[config.mk]
export PLATFORM = sky130hd
export DESIGN_NAME = ebls_top
export DESIGN_NICKNAME = d
export VERILOG_FILES = /design/src/ebls_pkg.sv /design/src/ebls_lane_sel.sv /design/src/ebls_wait_cnt.sv /design/src/ebls_top.sv
export SDC_FILE = /design/constraint.sdc
export NUM_CORES = 1
export LEC_CHECK = 0
export ABC_AREA = 1
export ABC_CLOCK_PERIOD_IN_PS = 2700
export BUFFER_PORTS_ARGS = -buffer_cell sky130_fd_sc_hd__buf_4
export CORE_AREA = 8 8 111 113
export DETAILED_ROUTE_END_ITERATION = 10
export DIE_AREA = 0 0 119 121
export GPL_TIMING_DRIVEN = 0
export PLACE_DENSITY = 0.85
export SYNTH_ARGS = -nofsm -noshare
export SYNTH_HDL_FRONTEND = slang
export SYNTH_SLANG_ARGS = --single-unit
[constraint.sdc]
create_clock -name clk_i -period 2.7 [get_ports clk_i]
set_input_delay 0.27 -clock clk_i [delete_from_list [all_inputs] [get_ports clk_i]]
set_output_delay 0.27 -clock clk_i [all_outputs]
set_load 0.005 [all_outputs]
[src/ebls_pkg.sv]
// ebls_pkg: shared constants and carrier types for the external bus lane and strobe steering block
// assumes: single 200 MHz clock domain, no software-visible registers
package ebls_pkg;

  // ==========================================================================
  // sizes and encodings
  // ==========================================================================
  localparam int unsigned DATA_W = 16; // external data bus width
  localparam int unsigned ADDR_W = 24; // external address width
  localparam logic [1:0] SIZE_BYTE = 2'h0; // access size: byte
  localparam logic [1:0] SIZE_WORD = 2'h1; // access size: word
  localparam logic [1:0] SIZE_LONG = 2'h2; // access size: longword
  localparam logic [1:0] WAIT_MAX = 2'h3; // program wait upper bound
  localparam logic [1:0] RST_WAITS = 2'h3; // wait count after reset

  // ==========================================================================
  // timing counts (in bus states, one clock each)
  // ==========================================================================
  localparam logic [2:0] STATES_2 = 3'h2; // base length of a 2-state space
  localparam logic [2:0] STATES_3 = 3'h3; // base length of a 3-state space

  // ==========================================================================
  // carriers
  // ==========================================================================
  // request from the internal bus master
  typedef struct packed {
    logic [ADDR_W-1:0] addr; // byte address
    logic [1:0] size; // byte, word or longword
    logic write; // 1 write, 0 read
    logic [31:0] wdata; // write data, msb first on the bus
  } ebls_req_s;

  // per-space configuration
  typedef struct packed {
    logic wide; // 1 for a 16-bit space
    logic three_state; // 1 for a 3-state space
    logic [1:0] waits; // program wait states
    logic mux_mode_select; // address-data multiplexed mode
    logic byte_enable_mode; // glueless byte-enable scheme
  } ebls_cfg_s;

  // one bus cycle worth of lane steering
  typedef struct packed {
    logic upper; // upper half carries data
    logic lower; // lower half carries data
  } ebls_lane_s;

  // sequencer states, gray along idle-t1-t2-tw-t3
  typedef enum logic [2:0] {
    EBLS_IDLE = 3'h0,
    EBLS_T1 = 3'h1,
    EBLS_T2 = 3'h3,
    EBLS_TW = 3'h2,
    EBLS_T3 = 3'h6
  } ebls_state_e;

endpackage : ebls_pkg

[src/ebls_lane_sel.sv]
// ebls_lane_sel: registered lane choice for one bus cycle
// assumes: inputs steady for the cycle in which load_i is high
`timescale 1ns/100ps
module ebls_lane_sel (
  input wire logic clk_i,
  input wire logic resetn_i,
  input wire logic load_i, // capture a new choice
  input wire logic wide_i, // 16-bit space
  input wire logic mux_i, // multiplexed mode
  input wire logic a0_i, // byte address parity
  input wire logic word_i, // word-wide bus cycle
  output ebls_pkg::ebls_lane_s lane_o // chosen halves
);

  // ==========================================================================
  // lane decode
  // ==========================================================================
  ebls_pkg::ebls_lane_s lane_reg;
  ebls_pkg::ebls_lane_s lane_next;

  // combinational choice of halves
  always_comb begin
    lane_next = lane_reg;
    if (load_i) begin
      if (!wide_i) begin
        lane_next.upper = !mux_i;
        lane_next.lower = mux_i;
      end else if (word_i) begin
        lane_next.upper = 1'b1;
        lane_next.lower = 1'b1;
      end else begin
        lane_next.upper = !a0_i; // even: upper
        lane_next.lower = a0_i; // odd: lower
      end
    end
  end

  // register the choice
  always_ff @(posedge clk_i or negedge resetn_i) begin
    if (!resetn_i) begin
      lane_reg <= '0;
    end else begin
      lane_reg <= lane_next;
    end
  end

  assign lane_o = lane_reg;

endmodule : ebls_lane_sel

[src/ebls_wait_cnt.sv]
// ebls_wait_cnt: program wait counter for 3-state spaces
// assumes: load_i pulses at the start of a wait stretch
`timescale 1ns/100ps
module ebls_wait_cnt (
  input wire logic clk_i,
  input wire logic resetn_i,
  input wire logic load_i, // start counting
  input wire logic [1:0] waits_i, // waits to insert
  input wire logic dec_i, // one wait consumed
  output logic zero_o // no waits left
);

  // ==========================================================================
  // counter
  // ==========================================================================
  logic [1:0] cnt_reg;
  logic [1:0] cnt_next;

  // next count
  always_comb begin
    cnt_next = cnt_reg;
    if (load_i) begin
      cnt_next = waits_i;
    end else if (dec_i && cnt_reg != 2'h0) begin
      cnt_next = cnt_reg - 2'h1;
    end
  end

  // register the count
  always_ff @(posedge clk_i or negedge resetn_i) begin
    if (!resetn_i) begin
      cnt_reg <= 2'h0;
    end else begin
      cnt_reg <= cnt_next;
    end
  end

  assign zero_o = (cnt_reg == 2'h0);

endmodule : ebls_wait_cnt

[src/ebls_top.sv]
// ebls_top: external bus lane and strobe steering with bus-cycle sequencer
// assumes: request held until ack; external pins sampled synchronously
//
// Behaviour
// - normal scheme: read strobe qualifies both halves
// - normal writes: upper/lower strobes per half; 8-bit uses upper
// - byte-enable scheme: read/write strobes qualify both
// - 16-bit byte enables: even upper, odd lower, word both
// - normal 8-bit space uses upper half
// - multiplexed 8-bit space uses lower half
// - normal 16-bit byte: even upper, odd lower
// - multiplexed 16-bit byte: even upper, odd lower
// - byte read: unused half stays input, ignored
// - 16-bit byte write: unused half undefined output
// - 8-bit space: idle half stays port pins
// - 2-state space: two states, no waits
// - 3-state space: waits may be inserted
// - 8-bit space: word two, longword four cycles
// - 16-bit space: longword two word cycles
`timescale 1ns/100ps
module ebls_top (
  input wire logic clk_i,
  input wire logic resetn_i,
  input wire logic req_valid_i, // request pending
  input ebls_pkg::ebls_req_s req_i, // request contents
  input ebls_pkg::ebls_cfg_s cfg_i, // space configuration
  input wire logic [15:0] data_in_i, // external data pins in
  output logic req_ack_o, // one-cycle: transfer done
  output logic [31:0] rdata_o, // assembled read data
  output logic [15:0] data_out_o, // external data pins out
  output logic data_oe_upper_o, // drive upper half
  output logic data_oe_lower_o, // drive lower half
  output logic bus_upper_o, // upper half owned by bus
  output logic bus_lower_o, // lower half owned by bus
  output logic [23:0] addr_o, // external address
  output logic read_strobe_n_o, // read strobe
  output logic write_strobe_n_o, // single write strobe
  output logic upper_write_strobe_n_o, // upper write strobe
  output logic lower_write_strobe_n_o, // lower write strobe
  output logic upper_byte_enable_n_o, // upper byte enable
  output logic lower_byte_enable_n_o // lower byte enable
);

  // ==========================================================================
  // sequencer state
  // ==========================================================================
  ebls_pkg::ebls_state_e st_reg, st_next; // bus state
  logic [1:0] cyc_reg, cyc_next; // bus cycle index inside a transfer
  logic [1:0] last_reg, last_next; // index of the final bus cycle
  logic [31:0] rd_reg, rd_next; // read assembly
  logic ack_reg, ack_next; // completion pulse
  logic [23:0] addr_reg, addr_next; // address of current bus cycle
  logic [15:0] dout_reg, dout_next; // output data
  logic rstb_reg, rstb_next; // read strobe, active low
  logic wstb_reg, wstb_next; // single write strobe
  logic uwr_reg, uwr_next; // upper write strobe
  logic lwr_reg, lwr_next; // lower write strobe
  logic ube_reg, ube_next; // upper byte enable
  logic lbe_reg, lbe_next; // lower byte enable
  logic oeu_reg, oeu_next; // drive upper half
  logic oel_reg, oel_next; // drive lower half
  logic busu_reg, busu_next; // upper half owned
  logic busl_reg, busl_next; // lower half owned

  logic cyc_word; // bus cycle moves a word
  logic lane_load; // capture lanes in idle as a request is taken
  logic wait_load; // start wait count
  logic wait_zero; // no waits left
  ebls_pkg::ebls_lane_s lane; // registered lanes
  logic [7:0] wbyte; // byte for a byte cycle
  logic [15:0] wword; // word for a word cycle

  // word cycles only on a wide space with non-byte size
  assign cyc_word = cfg_i.wide && (req_i.size != ebls_pkg::SIZE_BYTE);
  // no take in the ack cycle, so a master still holding its request is not served twice
  assign lane_load = (st_reg == ebls_pkg::EBLS_IDLE) && req_valid_i && !ack_reg;
  // count loads at t1 and runs down from t2, so exactly the programmed waits follow
  assign wait_load = (st_reg == ebls_pkg::EBLS_T1) && cfg_i.three_state;

  // ==========================================================================
  // helpers
  // ==========================================================================
  ebls_lane_sel ebls_lane_sel_inst (
    .clk_i(clk_i),
    .resetn_i(resetn_i),
    .load_i(lane_load),
    .wide_i(cfg_i.wide),
    .mux_i(cfg_i.mux_mode_select),
    .a0_i(addr_next[0]),
    .word_i(cyc_word),
    .lane_o(lane)
  );

  ebls_wait_cnt ebls_wait_cnt_inst (
    .clk_i(clk_i),
    .resetn_i(resetn_i),
    .load_i(wait_load),
    .waits_i(cfg_i.waits),
    .dec_i((st_reg == ebls_pkg::EBLS_T2) || (st_reg == ebls_pkg::EBLS_TW)),
    .zero_o(wait_zero)
  );

  // write data slices, high order first
  always_comb begin
    wbyte = req_i.wdata[8*(3-cyc_reg) +: 8];
    wword = req_i.wdata[16*(1-cyc_reg[0]) +: 16];
    if (req_i.size == ebls_pkg::SIZE_WORD) begin
      wbyte = req_i.wdata[8*(1-cyc_reg[0]) +: 8];
      wword = req_i.wdata[15:0];
    end else if (req_i.size == ebls_pkg::SIZE_BYTE) begin
      wbyte = req_i.wdata[7:0];
      wword = req_i.wdata[15:0];
    end
  end

  // ==========================================================================
  // next state and outputs
  // ==========================================================================
  always_comb begin
    st_next = st_reg;
    cyc_next = cyc_reg;
    last_next = last_reg;
    rd_next = rd_reg;
    ack_next = 1'b0;
    addr_next = addr_reg;
    dout_next = dout_reg;
    rstb_next = 1'b1;
    wstb_next = 1'b1;
    uwr_next = 1'b1;
    lwr_next = 1'b1;
    ube_next = 1'b1;
    lbe_next = 1'b1;
    oeu_next = oeu_reg;
    oel_next = oel_reg;
    busu_next = busu_reg;
    busl_next = busl_reg;
    unique case (st_reg)
      ebls_pkg::EBLS_IDLE: begin
        oeu_next = 1'b0;
        oel_next = 1'b0;
        busu_next = 1'b0; // free halves return to port use
        busl_next = 1'b0;
        if (req_valid_i && !ack_reg) begin
          addr_next = req_i.addr;
          cyc_next = 2'h0;
          // bus cycles per transfer
          if (!cfg_i.wide) begin
            last_next = (req_i.size == ebls_pkg::SIZE_LONG) ? 2'h3 :
                        (req_i.size == ebls_pkg::SIZE_WORD) ? 2'h1 : 2'h0;
          end else begin
            last_next = (req_i.size == ebls_pkg::SIZE_LONG) ? 2'h1 : 2'h0;
          end
          st_next = ebls_pkg::EBLS_T1;
        end
      end
      ebls_pkg::EBLS_T1: begin
        busu_next = lane.upper;
        busl_next = lane.lower;
        // undefined half driven too on byte writes in 16-bit spaces
        oeu_next = req_i.write && (lane.upper || (cfg_i.wide && lane.lower));
        oel_next = req_i.write && (lane.lower || (cfg_i.wide && lane.upper));
        dout_next = cyc_word ? wword : {wbyte, wbyte};
        if (!req_i.write) begin
          rstb_next = 1'b0; // one read strobe for both halves
        end else if (cfg_i.byte_enable_mode) begin
          wstb_next = 1'b0;
        end else if (!cfg_i.wide) begin
          uwr_next = 1'b0; // 8-bit spaces write with the upper strobe on either half
        end else begin
          uwr_next = !lane.upper;
          lwr_next = !lane.lower;
        end
        if (cfg_i.byte_enable_mode && cfg_i.wide) begin
          ube_next = !lane.upper;
          lbe_next = !lane.lower;
        end
        st_next = ebls_pkg::EBLS_T2;
      end
      ebls_pkg::EBLS_T2, ebls_pkg::EBLS_TW: begin
        rstb_next = rstb_reg;
        wstb_next = wstb_reg;
        uwr_next = uwr_reg;
        lwr_next = lwr_reg;
        ube_next = ube_reg;
        lbe_next = lbe_reg;
        if (!cfg_i.three_state) begin
          st_next = ebls_pkg::EBLS_T3; // end marks 2nd state, no waits
        end else if (st_reg == ebls_pkg::EBLS_T2 && cfg_i.waits != 2'h0) begin
          st_next = ebls_pkg::EBLS_TW;
        end else if (st_reg == ebls_pkg::EBLS_TW && !wait_zero) begin
          st_next = ebls_pkg::EBLS_TW;
        end else begin
          st_next = ebls_pkg::EBLS_T3;
        end
        if (!cfg_i.three_state || st_next == ebls_pkg::EBLS_T3) begin
          // capture only selected halves; others ignored
          if (!rstb_reg) begin
            if (lane.upper && lane.lower) begin
              rd_next = {rd_reg[15:0], data_in_i};
            end else if (lane.upper) begin
              rd_next = {rd_reg[23:0], data_in_i[15:8]};
            end else begin
              rd_next = {rd_reg[23:0], data_in_i[7:0]};
            end
          end
        end
      end
      ebls_pkg::EBLS_T3: begin
        if (cyc_reg == last_reg) begin
          ack_next = 1'b1;
          st_next = ebls_pkg::EBLS_IDLE;
        end else begin
          cyc_next = cyc_reg + 2'h1;
          addr_next = addr_reg + (cyc_word ? 24'h2 : 24'h1);
          st_next = ebls_pkg::EBLS_T1;
        end
      end
      default: st_next = ebls_pkg::EBLS_IDLE;
    endcase
    // 2-state spaces release every strobe before the third state
    if (st_reg == ebls_pkg::EBLS_T2 && !cfg_i.three_state) begin
      rstb_next = 1'b1;
      wstb_next = 1'b1;
      uwr_next = 1'b1;
      lwr_next = 1'b1;
      ube_next = 1'b1;
      lbe_next = 1'b1;
    end
  end

  // register all state
  always_ff @(posedge clk_i or negedge resetn_i) begin
    if (!resetn_i) begin
      st_reg <= ebls_pkg::EBLS_IDLE;
      cyc_reg <= 2'h0;
      last_reg <= 2'h0;
      rd_reg <= 32'h0;
      ack_reg <= 1'b0;
      addr_reg <= 24'h0;
      dout_reg <= 16'h0;
      rstb_reg <= 1'b1;
      wstb_reg <= 1'b1;
      uwr_reg <= 1'b1;
      lwr_reg <= 1'b1;
      ube_reg <= 1'b1;
      lbe_reg <= 1'b1;
      oeu_reg <= 1'b0;
      oel_reg <= 1'b0;
      busu_reg <= 1'b0;
      busl_reg <= 1'b0;
    end else begin
      st_reg <= st_next;
      cyc_reg <= cyc_next;
      last_reg <= last_next;
      rd_reg <= rd_next;
      ack_reg <= ack_next;
      addr_reg <= addr_next;
      dout_reg <= dout_next;
      rstb_reg <= rstb_next;
      wstb_reg <= wstb_next;
      uwr_reg <= uwr_next;
      lwr_reg <= lwr_next;
      ube_reg <= ube_next;
      lbe_reg <= lbe_next;
      oeu_reg <= oeu_next;
      oel_reg <= oel_next;
      busu_reg <= busu_next;
      busl_reg <= busl_next;
    end
  end

  // ==========================================================================
  // outputs, all from flip-flops
  // ==========================================================================
  assign req_ack_o = ack_reg;
  assign rdata_o = rd_reg;
  assign data_out_o = dout_reg;
  assign data_oe_upper_o = oeu_reg;
  assign data_oe_lower_o = oel_reg;
  assign bus_upper_o = busu_reg;
  assign bus_lower_o = busl_reg;
  assign addr_o = addr_reg;
  assign read_strobe_n_o = rstb_reg;
  assign write_strobe_n_o = wstb_reg;
  assign upper_write_strobe_n_o = uwr_reg;
  assign lower_write_strobe_n_o = lwr_reg;
  assign upper_byte_enable_n_o = ube_reg;
  assign lower_byte_enable_n_o = lbe_reg;

  // ==========================================================================
  // checks
  // ==========================================================================
  strobe_read_a: assert property (@(posedge clk_i) disable iff (!resetn_i)
    !read_strobe_n_o |-> upper_write_strobe_n_o && lower_write_strobe_n_o && write_strobe_n_o)
    else $error("read strobe overlaps a write strobe");
  normal_write_a: assert property (@(posedge clk_i) disable iff (!resetn_i)
    !upper_write_strobe_n_o |-> (bus_upper_o || !cfg_i.wide) && !cfg_i.byte_enable_mode)
    else $error("upper write strobe without upper lane");
  glue_write_a: assert property (@(posedge clk_i) disable iff (!resetn_i)
    !write_strobe_n_o |-> upper_write_strobe_n_o && lower_write_strobe_n_o)
    else $error("single write strobe mixed with lane strobes");
  byte_enable_a: assert property (@(posedge clk_i) disable iff (!resetn_i)
    (!upper_byte_enable_n_o || !lower_byte_enable_n_o) |->
      (upper_byte_enable_n_o == !bus_upper_o) && (lower_byte_enable_n_o == !bus_lower_o))
    else $error("byte enables disagree with lanes");
  narrow_lane_a: assert property (@(posedge clk_i) disable iff (!resetn_i)
    (st_reg == ebls_pkg::EBLS_T2 && !cfg_i.wide) |-> (bus_upper_o != bus_lower_o))
    else $error("8-bit space uses both or no halves");
  mux_lane_a: assert property (@(posedge clk_i) disable iff (!resetn_i)
    (st_reg == ebls_pkg::EBLS_T2 && !cfg_i.wide && cfg_i.mux_mode_select) |-> bus_lower_o && !bus_upper_o)
    else $error("multiplexed 8-bit space off lower half");
  two_state_a: assert property (@(posedge clk_i) disable iff (!resetn_i)
    (st_reg == ebls_pkg::EBLS_T1 && !cfg_i.three_state) |=> st_reg == ebls_pkg::EBLS_T2 ##1 st_reg == ebls_pkg::EBLS_T3)
    else $error("2-state space took extra states");
  wait_bound_a: assert property (@(posedge clk_i) disable iff (!resetn_i)
    (st_reg == ebls_pkg::EBLS_T1) |-> ##[2:6] st_reg == ebls_pkg::EBLS_T3)
    else $error("bus cycle overran wait limit");

endmodule : ebls_top

# Word level (Yosys, flattened, before mapping)
# Cells that the tools add are included.
[op_classes] addsub=5 n_eq_ne=11 shifts=3 muxes=58 bitwise_logic=1 reduce_logical=39
[ops] cell="$shiftx A32 B33 Y8" count=2
[ops] cell="$mux W16" count=3
[ops] cell="$mux W24" count=2
[ops] cell="$pmux W24 S2" count=1
[ops] cell="$shiftx A32 B33 Y16" count=1
[ops] cell="$mux W32" count=1
[ops] cell="$add A24 B2 Y24" count=1
[ops] cell="$mux W8" count=3
[ops] cell="$mux W1" count=22
[ops] cell="$pmux W1 S2" count=10
[ops] cell="$mux W2" count=9
[ops] cell="$logic_and A1 B1 Y1" count=15
[ops] cell="$mux W3" count=5
[ops] cell="$pmux W3 S4" count=1
[ops] cell="$reduce_bool A2 Y1" count=6
[ops] cell="$logic_not A1 Y1" count=7
[ops] cell="$eq A3 B2 Y1 const B" count=2
[ops] cell="$eq A3 B3 Y1 const B" count=2
[ops] cell="$reduce_and A3 Y1" count=2
[ops] cell="$logic_not A2 Y1" count=2
[ops] cell="$logic_or A1 B1 Y1" count=4
[ops] cell="$ne A2 B2 Y1 const B" count=2
[ops] cell="$pmux W2 S2" count=1
[ops] cell="$eq A3 B1 Y1 const B" count=1
[ops] cell="12 further kinds" count=12
[word_totals] reg_bits=94 inputBits=84 output_inout_bits=83 wordCells=138

# Depth between registers and ports, before layout
[logic_depth] word_depth=10 ltp_mapped=16 depth_no_buf=14

# Hierarchy
# Synthesis repeated with hierarchy kept, for this count alone.
[hier_totals] hier_cells=806 area_unflattened_um2=5773.0
[modules_own_cells] module="ebls_top" instances=1 cells_each=771 area_per_inst_um2=5536.6 seq_area_each_um2=2259.7
[modules_own_cells] module="ebls_wait_cnt" instances=1 cells_each=19 area_per_inst_um2=127.6 seq_area_each_um2=50.0
[modules_own_cells] module="ebls_lane_sel" instances=1 cells_each=16 area_per_inst_um2=108.9 seq_area_each_um2=50.0

# Worst setup path after synthesis
# No wires, ideal clock.
[synth_timing] kind="input-to-reg" startpoint="input port req_i[33] (netlist bit)" endpoint="register addr_reg[16] (netlist: addr_o[16])" setup_time_ps=124 arrival_ps=2390 t_required_ps=2576 setup_slack_ps=186 cell_stages=15 n_path_buf=2 cell_sequence="inv_1 > ha_1 > buf_4 > inv_4 > nand2_1 > buf_2 > ha_1 > inv_1 > fa_1 > nor2_1 > nand2_1 > nor3_1 > nand3_1 > nand3_1 > nand3_1"
[synth_between] elab_chain_cells=6
[synth_rtl] element="from (decl)" line_no="ebls_top.sv:25" text="input ebls_pkg::ebls_req_s req_i,"
[synth_rtl] element="$reduce_bool A2 Y1" line_no="ebls_top.sv:74" text="assign cyc_word = cfg_i.wide && (req_i.size != ebls_pkg::SIZE_BYTE);"
[synth_rtl] element="$logic_and A1 B1 Y1" line_no="ebls_top.sv:74"
[synth_rtl] element="$mux W2" line_no="ebls_top.sv:214" text="addr_next = addr_reg + (cyc_word ? 24'h2 : 24'h1);"
[synth_rtl] element="$add A24 B2 Y24" line_no="ebls_top.sv:214"
[synth_rtl] element="$mux W24" line_no="ebls_top.sv:209" text="if (cyc_reg == last_reg) begin"
[synth_rtl] element="$pmux W24 S2" line_no="ebls_top.sv:137" text="unique case (st_reg)"
[synth_rtl] element="to (signal assigned)" line_no="ebls_top.sv:257" text="addr_reg <= addr_next;"
[synth_rtl] element="to (decl)" line_no="ebls_top.sv:52" text="logic [23:0] addr_reg, addr_next;"
# Every way passes these cells. The select of a mux whose other input is x is not followed.
# A chain may end at the register's enable or synchronous reset.

# Final worst setup path
# Same ends and word-level chain as after synthesis.

==> reports/qor.yml <==
gp_congestion: 0.9598
async_flop_share: 1.000
post-place-cells: 1082
setup.worst_path.start: "req_i[33]"
rsz0062_at_grt: "false"
h-tree-depth: 3
diodes: 0
synth_edf_count: 0
power_density_mw_per_mm2: 925.0
fin_crit_sh: 0.9109
core_mm2: 0.01060
r2r_cells: 9
fmax_mhz: 406.6
hold_viol: 0
dpl.hpwl_um: 13110
stdcell_area_mm2: 0.007501
r2r-end: "addr_o[16]"
cp_max_fo: 11
worst_pin_slew_ns: 1.183
tns_ns: 0
cts_made_buffers: 9
die_area_mm2: 0.01440
drt_pre_antenna_iters: 5
num_vias: 5936
holdWs_ns: 0.08621
ys_warn_count: 0
synth.most_common_cell: "nand2_1"
synth_top_area_frac: 0.3770
max-vdd-ir-drop_mv: 0.4174
nNetsFinal: 1047
largest_register_ffs: 32
startpoint_type: "primary input"
grt-ovfl-total: 0
fillers: 936
cts_tree: "yes"
yosysSeqAreaShare: 0.4040
clk_pin_slew_worst_paths_ns: 0.11
yosysTopAreaCell: "dfrtp_1"
placed_area_mm2: 0.007262
wire_per_inst_um: 15.71
wl_um: 17300
p_leak_nw: 3.926
rows: 38
drt_iter0_drc: 449
finalNonFillerCells: 1101
run_status: "finished, final reports clean"
syn-num-nets: 867
insertion_delay_ns: 0.37
max-cap-violations: 0
yosys-top-cells-area: "dfrtp_1, nand2_1, a21oi_1"
hp-class: "primary input to register"
postRouteAntennaNets: 0
grt_antenna_before_repair: 0
grt_pass1_wl_um: 28370
grt_pass1_vias: 5851
worstHoldPathCells: 2
cp-endpoint: "addr_o[16]"
finalSetupViolCount: 0
r2r-start: "addr_o[0]"
grt_use_total: 0.2385
clock_path_buffers: 2
cp-end-kind: "register"
p_total_w: 0.006939
pin_count: 167
worstPathArrival_ns: 2.71
fp.dieH_um: 121
required_ns: 2.95
avgViaCountPerCell: 5.391
avgSynthCellArea_um2: 7.527
synthFlopType: "dfrtp_1"
r2r_slack_ns: 0.77
syn_to_final_growth_pct: 28.43
max-slew-margin-rel: 0.2117
ys_types: 37
final-seq-area_mm2: 0.002360
grt_max_degree: 95
synth_common_cells: "nand2_1, dfrtp_1, inv_1, a21oi_1, nor2_1"
drc_errors: 0
syn_inst: 776
cts_sinks: 94
die_x_um: 119
multi_input_area_mm2: 0.002935
cts_root_buf: "clkbuf_8"
start_util: 0.5509
fin_skew_ns: 0.01482
drv_slew: 0
ys_seq_elements: 94
port_buffers: 166
min_period_ns: 2.459
drive_gt1_frac: 0.2747
crit_type: "primary input to register"
synth_area_mm2: 0.005841
## what timing repair did
item,in CTS,in global routing
hold buffers,0,0
buffers inserted,0,3
cloned,0,0
resized for setup,3,1
endpoints found under the setup margin,3,1
pin swaps,0,1
## per-layer routing
metal | track usage | part of all wire | vias up | wire length, um
li1 | - | - | 2898 | -
met1 | 0.3049 | 0.42 | 2775 | 7328
met2 | 0.3871 | 0.48 | 234 | 8376
met3 | 0.04793 | 0.069 | 29 | 1191
met4 | 0.1004 | 0.023 | 0 | 401
met5 | 0 | 0 | - | 0
## worst max-delay path, stage by stage
cell and delay, ns:
buf_4 0.11, inv_1 0.07, ha_1 0.16, buf_4 0.20, inv_4 0.09, nand2_2 0.13, buf_4 0.23, ha_1 0.21
inv_1 0.06, fa_1 0.45, nor2_4 0.15, nand2_1 0.12, nor3_1 0.18, nand3_1 0.09, nand3_1 0.10, nand3_1 0.07
## per-stage QoR
| step | setup WS [ns] | utilization |
|---|---|---|
| floorplan | 0.1862 | - |
| global placement | -0.5246 | 0.6849 |
| detailed placement | -0.6369 | 0.6849 |
| CTS | 0.09190 | 0.7051 |
| global route | 0.08419 | 0.7075 |
| finish | 0.2406 | 0.7075 |
## report_power, final
| part | switching [W] | internal (W) | total (W) |
|---|---|---|---|
| sequential | 0.000483 | 0.00195 | 0.00243 |
| clock | 0.000578 | 0.000368 | 0.000947 |
| combinational | 0.00199 | 0.00157 | 0.00356 |
| total | 0.00305 | 0.00388 | 0.00694 |
## logic make-up (layout without fill, tap and decap cells)
logic type,Yosys count,in the layout,synth area share
AOI/OAI and AO/OA,166,166,0.1757
xor gates and xnor gates,5,5,0.007498
adders and majority gates,7,7,0.01628
buffers and inverters,122,307,0.09512
DFF,94,94,0.4040
muxes,32,32,0.05484
and+or+nand+nor,350,350,0.2466
## placed cells by master, fill, tap and decap left out, types with 5 or more instances in the layout
cell type  netlist  routed
mux2i_1         32      32
nor2_1          57      56
buf_2           19      18
ha_1             6       6
buf_6            7       7
clkbuf_8         0       9
o21ai_0         28      28
nor3_1           9       9
dfstp_2          6       6
o21ai_2         28      28
nand3_1         54      54
nand2_1        218     217
nand2_2          4       5
inv_1           85      85
a21oi_1         71      71
dfrtp_1         88      88
o211ai_1        23      23
buf_4            5     175
## worst min path at each step
stage                         start                      to  slack (ns)
after floorplan            resetn_i               addr_o[0]       -0.03
after CTS                 req_i[32]  lower_write_strobe_n_o        0.08
final                      cfg_i[0]        write_strobe_n_o        0.09
after detailed placement  req_i[32]  lower_write_strobe_n_o        0.47
after global routing       cfg_i[0]        write_strobe_n_o        0.07
after global placement    req_i[32]  lower_write_strobe_n_o        0.47
## layout make-up
type / count / share of cell area
sequential: 94 / 0.3146
clock inverter: 7 / 0.01068
buffer: 35 / 0.03053
multi-input combinational: 560 / 0.3913
inverter: 87 / 0.04387
clock buffer: 9 / 0.01651
tap: 140 / 0.02335
timing repair buffer: 169 / 0.1691
(Power assumes the default switching activity.)
